--- src/design/softstart_pkg.sv ---
// shared constants and types for the start-up and soft-start sequencer
package softstart_pkg;

  // ---------------------------------------------------------------------
  // timing
  // ---------------------------------------------------------------------
  localparam int unsigned CLK_HZ = 200_000_000;
  localparam int unsigned CYC_PER_US = CLK_HZ / 1_000_000;
  localparam int unsigned CYC_PER_MS = CLK_HZ / 1_000;
  localparam int unsigned MEM_CHECK_MS = 5;
  localparam int unsigned MEM_CHECK_CYC = MEM_CHECK_MS * CYC_PER_MS;
  localparam int unsigned MIN_DELAY_MS = 2;
  localparam int unsigned MIN_DELAY_CYC = MIN_DELAY_MS * CYC_PER_MS;
  localparam int unsigned RAMP_MIN_US = 500;
  localparam int unsigned RAMP_MIN_CYC = RAMP_MIN_US * CYC_PER_US;

  // ---------------------------------------------------------------------
  // configuration fields and reset values
  // ---------------------------------------------------------------------
  localparam int unsigned REF_W = 12;
  localparam int unsigned MS_W = 8;
  localparam int unsigned NVM_DEPTH = 4;
  localparam logic [1:0] NVM_ADDR_DELAY = 2'h0;
  localparam logic [1:0] NVM_ADDR_RAMP = 2'h1;
  localparam logic [1:0] NVM_ADDR_VALID = 2'h2;
  localparam logic [1:0] NVM_ADDR_TARGET = 2'h3;
  localparam logic [15:0] NVM_VALID_MARK = 16'h00_A5;
  localparam logic [MS_W-1:0] RST_DELAY_MS = 8'h05;
  localparam logic [MS_W-1:0] RST_RAMP_MS = 8'h05;
  localparam logic [REF_W-1:0] RST_TARGET = 12'h0_3E8;
  // trim resistor index that selects the module trim mode (110 kohm)
  localparam logic [5:0] TRIM_MODE_IDX = 6'h1_E;
  localparam int unsigned TRIM_KNEE_MV = 690;
  localparam int unsigned TRIM_NUM = 6900;
  // alternate trim mode series resistor in ohms
  localparam int unsigned TRIM_SERIES_OHM = 8660;

  // ---------------------------------------------------------------------
  // strap encodings
  // ---------------------------------------------------------------------
  typedef enum logic [1:0] {
    STRAP_LOW = 2'b00,
    STRAP_OPEN = 2'b01,
    STRAP_HIGH = 2'b10,
    STRAP_RES = 2'b11
  } strap_kind_t;

  typedef struct packed {
    strap_kind_t kind;
    logic [5:0] res_idx;
  } strap_t;

  typedef struct packed {
    logic [MS_W-1:0] delay_ms;
    logic [MS_W-1:0] ramp_ms;
    logic undervoltage_lockout_level_high;
  } ss_cfg_t;

  typedef struct packed {
    logic wr;
    logic restore;
    logic [MS_W-1:0] delay_ms;
    logic [MS_W-1:0] ramp_ms;
  } cmd_t;

  typedef enum logic [2:0] {
    ST_MEMCHK = 3'b000,
    ST_LOAD = 3'b001,
    ST_PINS = 3'b010,
    ST_READY = 3'b011,
    ST_DELAY = 3'b100,
    ST_RAMP = 3'b101,
    ST_ON = 3'b110
  } seq_state_t;

endpackage

--- src/design/cfg_store.sv ---
// small stored-configuration memory with registered read data
module cfg_store #(
  parameter int unsigned DEPTH = 4,
  parameter int unsigned WIDTH = 16
) (
  // clock and control
  input wire logic i_sys_clk,
  input wire logic i_ce,
  // write port
  input wire logic i_wr,
  input wire logic [$clog2(DEPTH)-1:0] i_waddr,
  input wire logic [WIDTH-1:0] i_wdata,
  // read port
  input wire logic [$clog2(DEPTH)-1:0] i_raddr,
  output logic [WIDTH-1:0] o_rdata
);

  logic [WIDTH-1:0] mem_r [DEPTH];

  // refuse a memory too small to address
  if (DEPTH < 2) $error("cfg_store depth too small");

  // write and registered read
  always_ff @(posedge i_sys_clk) begin
    if (i_ce) begin
      if (i_wr) mem_r[i_waddr] <= i_wdata;
      o_rdata <= mem_r[i_raddr];
    end
  end

endmodule

--- src/design/softstart_seq.sv ---
// start-up, strap decode, pre-ramp delay and soft-start ramp sequencer
// ---------------------------------------------------------------------
// Overview of operation
// - after power-up check stored memory about 5-10 ms, load values found
// - then sample every multi-mode strap and load its settings
// - a restore command reruns the memory check
// - ready state reached only after loading; then commands and enable work
// - pre-ramp delay never below 2 ms; short delays become 2 ms
// - delays longer than 2 ms are waited in full
// - when delay ends, ramp output to target over configured ramp time
// - delay timer starts at enable and stops when delay has elapsed
// - ramp is monotonic and its slope follows ramp-time selection
// - soft-start strap picks delay, ramp and undervoltage lockout level
// - soft-start resistor read only at start-up or restore
// - custom delay and ramp times written by command replace strap values
// - zero delay starts ramp after about 2 ms initialisation
// - alternate trim mode maps resistance by 6900 over volts above 0.69
// - 110 kohm on low voltage-select pin enters trim mode via high pin
// ---------------------------------------------------------------------
module softstart_seq #(
  parameter int unsigned MEM_CHECK_CYC = softstart_pkg::MEM_CHECK_CYC,
  parameter int unsigned MIN_DELAY_CYC = softstart_pkg::MIN_DELAY_CYC,
  parameter int unsigned CYC_PER_MS = softstart_pkg::CYC_PER_MS,
  parameter int unsigned STEPS = 256
) (
  // clock, reset, enable
  input wire logic i_sys_clk,
  input wire logic i_reset,
  input wire logic i_ce,
  // host side
  input wire logic i_enable,
  input wire softstart_pkg::cmd_t i_cmd,
  input wire logic i_trim_alt,
  // strap pins, already resolved to kind and resistor index
  input wire softstart_pkg::strap_t i_ss_strap,
  input wire softstart_pkg::strap_t i_voltage_select_low_pin,
  input wire softstart_pkg::strap_t i_voltage_select_high_pin,
  // stored configuration programming port
  input wire logic i_nvm_wr,
  input wire logic [1:0] i_nvm_addr,
  input wire logic [15:0] i_nvm_wdata,
  // status and outputs
  output logic o_ready,
  output logic o_ramping,
  output logic o_ramp_done,
  output logic o_undervoltage_lockout_level,
  output logic o_trim_mode,
  output logic [softstart_pkg::REF_W-1:0] o_vref,
  output logic [softstart_pkg::REF_W-1:0] o_target,
  output softstart_pkg::ss_cfg_t o_cfg
);

  localparam int unsigned CNT_W = 32;

  // refuse parameter values that the counters cannot serve
  if (STEPS < 2 || STEPS > 4096) $error("bad STEPS");
  if (MEM_CHECK_CYC < 1 || MIN_DELAY_CYC < 1 || CYC_PER_MS < 1)
    $error("bad timing");

  // ---------------------------------------------------------------------
  // helper functions
  // ---------------------------------------------------------------------
  function automatic logic [7:0] ms_sel(input logic [1:0] code);
    case (code)
      2'd0: ms_sel = 8'h02;
      2'd1: ms_sel = 8'h05;
      2'd2: ms_sel = 8'h0A;
      default: ms_sel = 8'h14;
    endcase
  endfunction

  function automatic logic [CNT_W-1:0] ms_to_cyc(input logic [7:0] ms);
    ms_to_cyc = CNT_W'(ms) * CNT_W'(CYC_PER_MS);
  endfunction

  // soft-start strap decode: index 0..31 (higher clamps to 31) = two lockout halves of four delay groups of four ramps
  function automatic softstart_pkg::ss_cfg_t ss_decode(
      input softstart_pkg::strap_t s);
    softstart_pkg::ss_cfg_t c;
    logic [5:0] idx;
    logic [1:0] dg;
    c = '0;
    idx = s.res_idx;
    dg = 2'd0;
    case (s.kind)
      softstart_pkg::STRAP_LOW: begin
        c.delay_ms = ms_sel(2'd0);
        c.ramp_ms = ms_sel(2'd0);
      end
      softstart_pkg::STRAP_OPEN: begin
        c.delay_ms = ms_sel(2'd1);
        c.ramp_ms = ms_sel(2'd1);
      end
      softstart_pkg::STRAP_HIGH: begin
        c.delay_ms = ms_sel(2'd2);
        c.ramp_ms = ms_sel(2'd2);
      end
      default: begin
        // index 0..2 have a 2 ms delay, 0..15 low lockout, 16..31 high
        if (idx > 6'd31) idx = 6'd31;
        dg = idx[3:2];
        c.delay_ms = (idx == 6'd0) ? 8'h00 : ms_sel(dg);
        if (idx[5:4] == 2'd0) c.delay_ms = (idx < 6'd3) ? 8'h02 : c.delay_ms;
        c.ramp_ms = ms_sel(idx[1:0]);
        c.undervoltage_lockout_level_high = idx[4];
      end
    endcase
    ss_decode = c;
  endfunction

  // trim decode: target millivolts = 690 + 6900*k / resistance
  function automatic logic [11:0] trim_mv(input logic [5:0] idx,
                                          input logic alt);
    logic [31:0] r_ohm;
    logic [31:0] q;
    r_ohm = 32'd1000 + 32'(idx) * 32'd3000;
    if (alt) r_ohm = r_ohm + 32'(softstart_pkg::TRIM_SERIES_OHM);
    else r_ohm = r_ohm + 32'd10000;
    q = 32'(softstart_pkg::TRIM_NUM) * 32'd1000 / r_ohm;
    trim_mv = 12'(32'(softstart_pkg::TRIM_KNEE_MV) + q);
  endfunction

  function automatic logic [11:0] std_mv(input softstart_pkg::strap_t lo,
                                         input softstart_pkg::strap_t hi);
    logic [3:0] n;
    n = 4'(lo.kind) + 4'(hi.kind) * 4'd3;
    std_mv = 12'd600 + 12'(n) * 12'd300;
  endfunction

  // ---------------------------------------------------------------------
  // two-stage input synchroniser for the enable pin
  // ---------------------------------------------------------------------
  logic en_m_r;
  logic en_s_r;
  always_ff @(posedge i_sys_clk) begin
    if (i_reset) begin
      en_m_r <= 1'b0;
      en_s_r <= 1'b0;
    end else if (i_ce) begin
      en_m_r <= i_enable;
      en_s_r <= en_m_r;
    end
  end

  // ---------------------------------------------------------------------
  // stored configuration
  // ---------------------------------------------------------------------
  logic [1:0] nvm_raddr_r;
  logic [15:0] nvm_rdata;
  cfg_store #(.DEPTH(softstart_pkg::NVM_DEPTH), .WIDTH(16)) u_store (
    .i_sys_clk(i_sys_clk),
    .i_ce(i_ce),
    .i_wr(i_nvm_wr),
    .i_waddr(i_nvm_addr),
    .i_wdata(i_nvm_wdata),
    .i_raddr(nvm_raddr_r),
    .o_rdata(nvm_rdata)
  );

  // ---------------------------------------------------------------------
  // sequencer state
  // ---------------------------------------------------------------------
  softstart_pkg::seq_state_t state_r;
  softstart_pkg::seq_state_t state_nxt;
  logic [CNT_W-1:0] cnt_r;
  logic [CNT_W-1:0] delay_cyc_r;
  logic [CNT_W-1:0] step_cyc_r;
  logic [CNT_W-1:0] step_cnt_r;
  logic [12:0] step_idx_r;
  logic [2:0] ld_cnt_r;
  logic nvm_ok_r;
  logic [15:0] nvm_delay_r;
  logic [15:0] nvm_ramp_r;
  logic [15:0] nvm_target_r;

  wire cmd_ok = (state_r != softstart_pkg::ST_MEMCHK) &&
                (state_r != softstart_pkg::ST_LOAD) &&
                (state_r != softstart_pkg::ST_PINS);
  wire restore_go = cmd_ok && i_cmd.restore;
  wire enable_ok = (state_r == softstart_pkg::ST_READY) && en_s_r;
  wire memchk_done = (cnt_r >= CNT_W'(MEM_CHECK_CYC) - 1);
  wire delay_done = (cnt_r >= delay_cyc_r - 1);
  wire ramp_last = (step_idx_r >= 13'(STEPS));

  wire softstart_pkg::ss_cfg_t strap_cfg = ss_decode(i_ss_strap);
  wire trim_sel = (i_voltage_select_low_pin.kind == softstart_pkg::STRAP_RES)
               && (i_voltage_select_low_pin.res_idx ==
                   softstart_pkg::TRIM_MODE_IDX);
  wire [11:0] pin_target = trim_sel ?
      trim_mv(i_voltage_select_high_pin.res_idx, i_trim_alt) :
      std_mv(i_voltage_select_low_pin, i_voltage_select_high_pin);

  // longer of 2 ms floor and configured delay; zero also gets the floor
  wire [CNT_W-1:0] cfg_delay_cyc = ms_to_cyc(o_cfg.delay_ms);
  wire [CNT_W-1:0] eff_delay_cyc = (cfg_delay_cyc < CNT_W'(MIN_DELAY_CYC)) ?
      CNT_W'(MIN_DELAY_CYC) : cfg_delay_cyc;
  // ramp step spacing, at least one cycle per step
  wire [CNT_W-1:0] raw_step = ms_to_cyc(o_cfg.ramp_ms) / CNT_W'(STEPS);
  wire [CNT_W-1:0] eff_step = (raw_step == '0) ? CNT_W'(1) : raw_step;

  // next-state decode
  always_comb begin
    state_nxt = state_r;
    case (state_r)
      softstart_pkg::ST_MEMCHK:
        if (memchk_done) state_nxt = softstart_pkg::ST_LOAD;
      softstart_pkg::ST_LOAD:
        if (ld_cnt_r == 3'd5) state_nxt = softstart_pkg::ST_PINS;
      softstart_pkg::ST_PINS: state_nxt = softstart_pkg::ST_READY;
      softstart_pkg::ST_READY:
        if (enable_ok) state_nxt = softstart_pkg::ST_DELAY;
      softstart_pkg::ST_DELAY:
        if (!en_s_r) state_nxt = softstart_pkg::ST_READY;
        else if (delay_done) state_nxt = softstart_pkg::ST_RAMP;
      softstart_pkg::ST_RAMP:
        if (!en_s_r) state_nxt = softstart_pkg::ST_READY;
        else if (ramp_last) state_nxt = softstart_pkg::ST_ON;
      softstart_pkg::ST_ON:
        if (!en_s_r) state_nxt = softstart_pkg::ST_READY;
      default: state_nxt = softstart_pkg::ST_MEMCHK;
    endcase
    if (restore_go) state_nxt = softstart_pkg::ST_MEMCHK;
  end

  // state register and memory-check timer
  always_ff @(posedge i_sys_clk) begin
    if (i_reset) begin
      state_r <= softstart_pkg::ST_MEMCHK;
      cnt_r <= '0;
    end else if (i_ce) begin
      state_r <= state_nxt;
      if (state_nxt != state_r) cnt_r <= '0;
      else cnt_r <= cnt_r + CNT_W'(1);
    end
  end

  // stored-value fetch, one address per cycle
  always_ff @(posedge i_sys_clk) begin
    if (i_reset) begin
      ld_cnt_r <= '0;
      nvm_raddr_r <= '0;
      nvm_ok_r <= 1'b0;
      nvm_delay_r <= '0;
      nvm_ramp_r <= '0;
      nvm_target_r <= '0;
    end else if (i_ce) begin
      if (state_r == softstart_pkg::ST_LOAD) begin
        ld_cnt_r <= ld_cnt_r + 3'd1;
        nvm_raddr_r <= nvm_raddr_r + 2'd1;
        case (ld_cnt_r)
          3'd1: nvm_delay_r <= nvm_rdata;
          3'd2: nvm_ramp_r <= nvm_rdata;
          3'd3: nvm_ok_r <= (nvm_rdata == softstart_pkg::NVM_VALID_MARK);
          3'd4: nvm_target_r <= nvm_rdata;
          default: ;
        endcase
      end else begin
        ld_cnt_r <= '0;
        nvm_raddr_r <= softstart_pkg::NVM_ADDR_DELAY;
      end
    end
  end

  // configuration: straps then stored values, later custom commands
  always_ff @(posedge i_sys_clk) begin
    if (i_reset) begin
      o_cfg <= '{softstart_pkg::RST_DELAY_MS, softstart_pkg::RST_RAMP_MS,
                 1'b0};
      o_target <= softstart_pkg::RST_TARGET;
      o_trim_mode <= 1'b0;
      o_undervoltage_lockout_level <= 1'b0;
    end else if (i_ce) begin
      if (state_r == softstart_pkg::ST_PINS) begin
        o_cfg <= strap_cfg;
        o_target <= pin_target;
        o_trim_mode <= trim_sel;
        o_undervoltage_lockout_level <= strap_cfg.undervoltage_lockout_level_high;
        if (nvm_ok_r) begin
          o_cfg.delay_ms <= nvm_delay_r[7:0];
          o_cfg.ramp_ms <= nvm_ramp_r[7:0];
          o_target <= nvm_target_r[11:0];
        end
      end else if (cmd_ok && i_cmd.wr) begin
        o_cfg.delay_ms <= i_cmd.delay_ms;
        o_cfg.ramp_ms <= i_cmd.ramp_ms;
      end
    end
  end

  // delay latch and ramp stepping
  always_ff @(posedge i_sys_clk) begin
    if (i_reset) begin
      delay_cyc_r <= CNT_W'(MIN_DELAY_CYC);
      step_cyc_r <= CNT_W'(1);
      step_cnt_r <= '0;
      step_idx_r <= '0;
      o_vref <= '0;
    end else if (i_ce) begin
      if (state_r == softstart_pkg::ST_READY) begin
        delay_cyc_r <= eff_delay_cyc;
        step_cyc_r <= eff_step;
        step_cnt_r <= '0;
        step_idx_r <= '0;
        o_vref <= '0;
      end else if (state_r == softstart_pkg::ST_RAMP && !ramp_last) begin
        if (step_cnt_r >= step_cyc_r - 1) begin
          step_cnt_r <= '0;
          step_idx_r <= step_idx_r + 13'd1;
          // equal steps, never decreasing
          o_vref <= 12'((32'(o_target) * 32'(step_idx_r + 13'd1)) /
                        32'(STEPS));
        end else begin
          step_cnt_r <= step_cnt_r + CNT_W'(1);
        end
      end else if (state_r == softstart_pkg::ST_ON) begin
        o_vref <= o_target;
      end
    end
  end

  // status flags
  always_ff @(posedge i_sys_clk) begin
    if (i_reset) begin
      o_ready <= 1'b0;
      o_ramping <= 1'b0;
      o_ramp_done <= 1'b0;
    end else if (i_ce) begin
      o_ready <= cmd_ok;
      o_ramping <= (state_nxt == softstart_pkg::ST_RAMP);
      o_ramp_done <= (state_nxt == softstart_pkg::ST_ON);
    end
  end

endmodule

--- config.mk ---
export PLATFORM = sky130hd
export DESIGN_NAME = softstart_seq
export DESIGN_NICKNAME = d
export VERILOG_FILES = /design/src/design/softstart_pkg.sv /design/src/design/cfg_store.sv /design/src/design/softstart_seq.sv
export SDC_FILE = /design/constraint.sdc
export NUM_CORES = 2
export LEC_CHECK = 0
export BUFFER_PORTS_ARGS = -buffer_cell sky130_fd_sc_hd__buf_4
export CAP_MARGIN = 20
export CELL_PAD_IN_SITES_DETAIL_PLACEMENT = 1
export CELL_PAD_IN_SITES_GLOBAL_PLACEMENT = 2
export CORE_AREA = 4 4 350 352
export CTS_BUF_LIST = sky130_fd_sc_hd__clkbuf_8
export CTS_CLUSTER_DIAMETER = 200
export DETAILED_ROUTE_END_ITERATION = 12
export DIE_AREA = 0 0 354 356
export PLACE_DENSITY_LB_ADDON = 0.1
export REMOVE_ABC_BUFFERS = 1
export SETUP_SLACK_MARGIN = 0.3
export SLEW_MARGIN = 20
export SYNTH_ARGS = -nofsm -noshare
export SYNTH_HDL_FRONTEND = slang
export SYNTH_SLANG_ARGS = --single-unit
export TNS_END_PERCENT = 1
--- constraint.sdc ---
create_clock -name i_sys_clk -period 267.7 [get_ports i_sys_clk]
set_input_delay 66.925 -clock i_sys_clk [delete_from_list [all_inputs] [get_ports i_sys_clk]]
set_output_delay 66.925 -clock i_sys_clk [all_outputs]
set_load 0.01 [all_outputs]
==> results.yml <==
run_status:
  outcome: "complete, no violations"
critical_path:
  cp_max_fo: 37
  timing.critical_path.max_delay_family: "compound AO/OA/AOI/OAI gates"
  worstSetupPathType: "primary input to register"
  critical_path.n_buffers_inverters: 17
  endpoint_kind: "register"
  critical_path.startpoint_type: "primary input"
  critical_path_required_ps: 268200
  cp_data_arrival_time_ps: 144770
  crit_top_cell: "sky130_fd_sc_hd__o21ai_0"
  worst_path_largest_cell_delay_ps: 790
  critical_path.slowest_cell: "sky130_fd_sc_hd__o211ai_1"
  worstSetupPathDepth: 362
  worst_r2r_path_depth: 39
global_route:
  global_route.usage.total_pct: 22.29
  grt_pass1_wl_um: 228700
  antenna_found_initial: 6
  largest_net_degree_at_the_start_of_global_routing: 63
  grt_pass1_vias: 40750
  grt_overflow: 0
sta:
  final_setup_viols: 0
  max-slew-margin-rel_pct: 27.87
  post-route-min-period_ps: 144270
  timing.final.hold_violations: 0
  setup-tns-final_ps: 0
  final_number_of_max_transition_violations: 0
  finalWorstSetupSlack_ps: 123430
  clock.fmax_mhz: 6.932
  finalClockSkew_ps: 45.26
  final.period_utilization_pct: 53.89
  max_slew.worst_pin.slew_ps: 1072
  grt_setup_unrepaired: "no"
route:
  num_vias: 39690
  drt-initial-drc-count: 1784
  vias_per_cell: 5.518
  drt_wirelength_um: 144000
  wl_per_cell_um: 20.02
  drc_errors: 0
  antenna_nets_post_route: 0
  dr.pass1.iters: 5
yosys:
  synth_seq_area_share_pct: 14.98
  synthDistinctLibCells: 123
  synthCells: 5457
  synth_edf_count: 80
  average_footprint_of_a_synthesized_cell_um2: 7.814
  post_synth_instance_area_um2: 42640
  ys_ff_latch: 279
  yosys_most_used_dff: "sky130_fd_sc_hd__dfxtp_1"
  synth_async_sr_flop_share_pct: 0
  yosys_warnings: 0
hold_path:
  hold_wc_path_type: "register to register"
  min_delay_path_depth: 2
floorplan:
  io_pins: 112
  floorplan.rows: 127
  core_area_um2: 119300
  die_y_um: 356
  chipWidth_um: 354
  initial_core_util_pct: 35.73
  die_area_um2: 126000
final_layout:
  post_route_cells_drive_above_1_share_pct: 8.820
  mostFrequentLayoutCell: "sky130_fd_sc_hd__nand2_1"
  layoutNonFillerInstCount: 7193
  leading_cell_types_in_the_layout_fill_and_taps_excluded: "sky130_fd_sc_hd__nand2_1 (604), sky130_fd_sc_hd__ha_1 (582), sky130_fd_sc_hd__nor2_1 (486), sky130_fd_sc_hd__inv_1 (435), sky130_fd_sc_hd__a21oi_1 (399)"
  finish.net_count: 6340
  area.growth.synth_to_final_pct: 9.307
clock_network:
  post_cts.repair.setup_buffers: 0
  tritoncts_clock_tree: "done"
  clk_root_buffer_cell: "sky130_fd_sc_hd__clkbuf_8"
  post_cts_sizing_count: 0
  clk-insertion-delay-late_ps: 620
  clk_transition_reported_paths_ps: 70
  numClockSinks: 279
  h-tree-depth: 2
  cts_buffers: 43
  clock_path_buffers: 3
  cts_hold_buf: 0
placement:
  dp_cells: 7111
  post-place-ws_ps: 123450
  io_buffer_count: 111
  gp_congestion: 0.8505
  detailedPlacementHpwl_um: 113700
job:
  max_cap_viol_count: 0
-- routing by layer --
layer	GRT usage, %	wire, um	up-vias
met4	3.650	2292	0
met5	0	0	-
met1	31.39	70960	19480
met3	2.288	4541	127
met2	37.47	66200	499
li1	-	-	19590
-- worst reg2reg max path, delay by kind of cell, from the launching register on --
| kind | cells | cell delay, ps |
|---|---|---|
| xor+xnor | 1 | 80 |
| simple gates | 2 | 280 |
| compound gates | 14 | 3170 |
| buf+inv | 15 | 1150 |
| flops | 1 | 710 |
| fa+ha+maj | 7 | 3250 |
-- area by class of cell --
class,count,area (um^2)
fill,14510,72720
multi-input combinational,4605,34220
sequential,279,6386
tap,1612,2017
inverter,425,1595
timing repair buffer,190,1426
clock buffer,52,715.7
clock inverter,27,241.5
antenna,3,7.507
-- synth_stat cells (15+ instances only) --
library cell                instances  share of area, %
sky130_fd_sc_hd__xnor2_1          231               4.7
sky130_fd_sc_hd__inv_1            423               3.7
sky130_fd_sc_hd__o22ai_1           15              0.22
sky130_fd_sc_hd__o211ai_1          25              0.44
sky130_fd_sc_hd__a21boi_0          31              0.55
sky130_fd_sc_hd__nand2_1          604               5.3
sky130_fd_sc_hd__nand3_1          101               1.2
sky130_fd_sc_hd__o31a_1            15              0.31
sky130_fd_sc_hd__ha_1             582                17
sky130_fd_sc_hd__o2111ai_1         17              0.35
sky130_fd_sc_hd__or4_1             15              0.26
sky130_fd_sc_hd__nand4_1           41              0.60
sky130_fd_sc_hd__o21a_1           110               1.9
sky130_fd_sc_hd__mux2i_1           27              0.63
sky130_fd_sc_hd__xor2_1           147               3.0
sky130_fd_sc_hd__clkbuf_1         138               1.2
sky130_fd_sc_hd__o31ai_1           86               1.5
sky130_fd_sc_hd__nor4_1            35              0.51
sky130_fd_sc_hd__o21ai_0          242               2.8
sky130_fd_sc_hd__nor3_1           143               1.7
sky130_fd_sc_hd__mux2_2            83               2.2
sky130_fd_sc_hd__edfxtp_1          80               5.6
sky130_fd_sc_hd__or2_2             38              0.56
sky130_fd_sc_hd__a211oi_1          41              0.72
sky130_fd_sc_hd__a22oi_1           19              0.33
sky130_fd_sc_hd__nor2b_1           69               1.0
sky130_fd_sc_hd__a211o_1           29              0.60
sky130_fd_sc_hd__or3_1             35              0.51
sky130_fd_sc_hd__fa_1             148               6.9
sky130_fd_sc_hd__and3_1            55              0.81
sky130_fd_sc_hd__mux4_2            16              0.85
sky130_fd_sc_hd__o21bai_1          38              0.67
sky130_fd_sc_hd__a21o_1           116               2.0
sky130_fd_sc_hd__a21oi_1          400               4.7
sky130_fd_sc_hd__nor2_1           491               4.3
sky130_fd_sc_hd__dfxtp_1          199               9.3
sky130_fd_sc_hd__and2_1            89               1.3
sky130_fd_sc_hd__a31oi_1           45              0.66
sky130_fd_sc_hd__o21ai_1           17              0.20
sky130_fd_sc_hd__nand2b_1         127               1.9
-- through the flow --
step	instance area (um^2)	hold slack (ps)	util (%)
6_report	46610	455.9	39.06
3_3_place_gp	45630	444.5	38.24
3_5_place_dp	45640	451.0	38.24
4_1_cts	46600	461.2	39.05
5_1_grt	46610	474.9	39.05
2_1_floorplan	42040	425.2	-
-- final timing paths --
path | start | endpoint | slack [ps]
worst max-delay path | i_voltage_select_high_pin[0] | o_target[0] | 123430
worst min-delay path | nvm_delay_r[2] | nvm_delay_r[2] | 460
worst max register to register | step_idx_r[0] | o_vref[11] | 259010
worst min register to register | nvm_delay_r[2] | nvm_delay_r[2] | 460
-- registers in the layout (all words and copies together), names as in the netlist, 2 cells and up --
| register | count |
|---|---|
| u_store.mem_r | 64 |
| ld_cnt_r | 3 |
| step_cnt_r | 32 |
| cnt_r | 32 |
| nvm_raddr_r | 2 |
| u_store.o_rdata | 16 |
| state_r | 3 |
| o_target | 12 |
| o_cfg | 17 |
| delay_cyc_r | 20 |
| nvm_target_r | 12 |
| o_vref | 12 |
| step_idx_r | 13 |
| nvm_ramp_r | 8 |
| nvm_delay_r | 8 |
| step_cyc_r | 18 |
-- cells by family after synthesis --
group                      share of synthesized area, %
AOI/OAI and AO/OA                                 21.93
xor gates and xnor gates                          7.802
adders and majority gates                         24.05
buffers and inverters                             5.343
DFF                                               14.98
muxes                                             4.049
other                                           0.01761
and+or+nand+nor                                   21.84
Power is not shown: default switching activity piles up to over one toggle a cycle in this logic, so the estimate is an artifact.
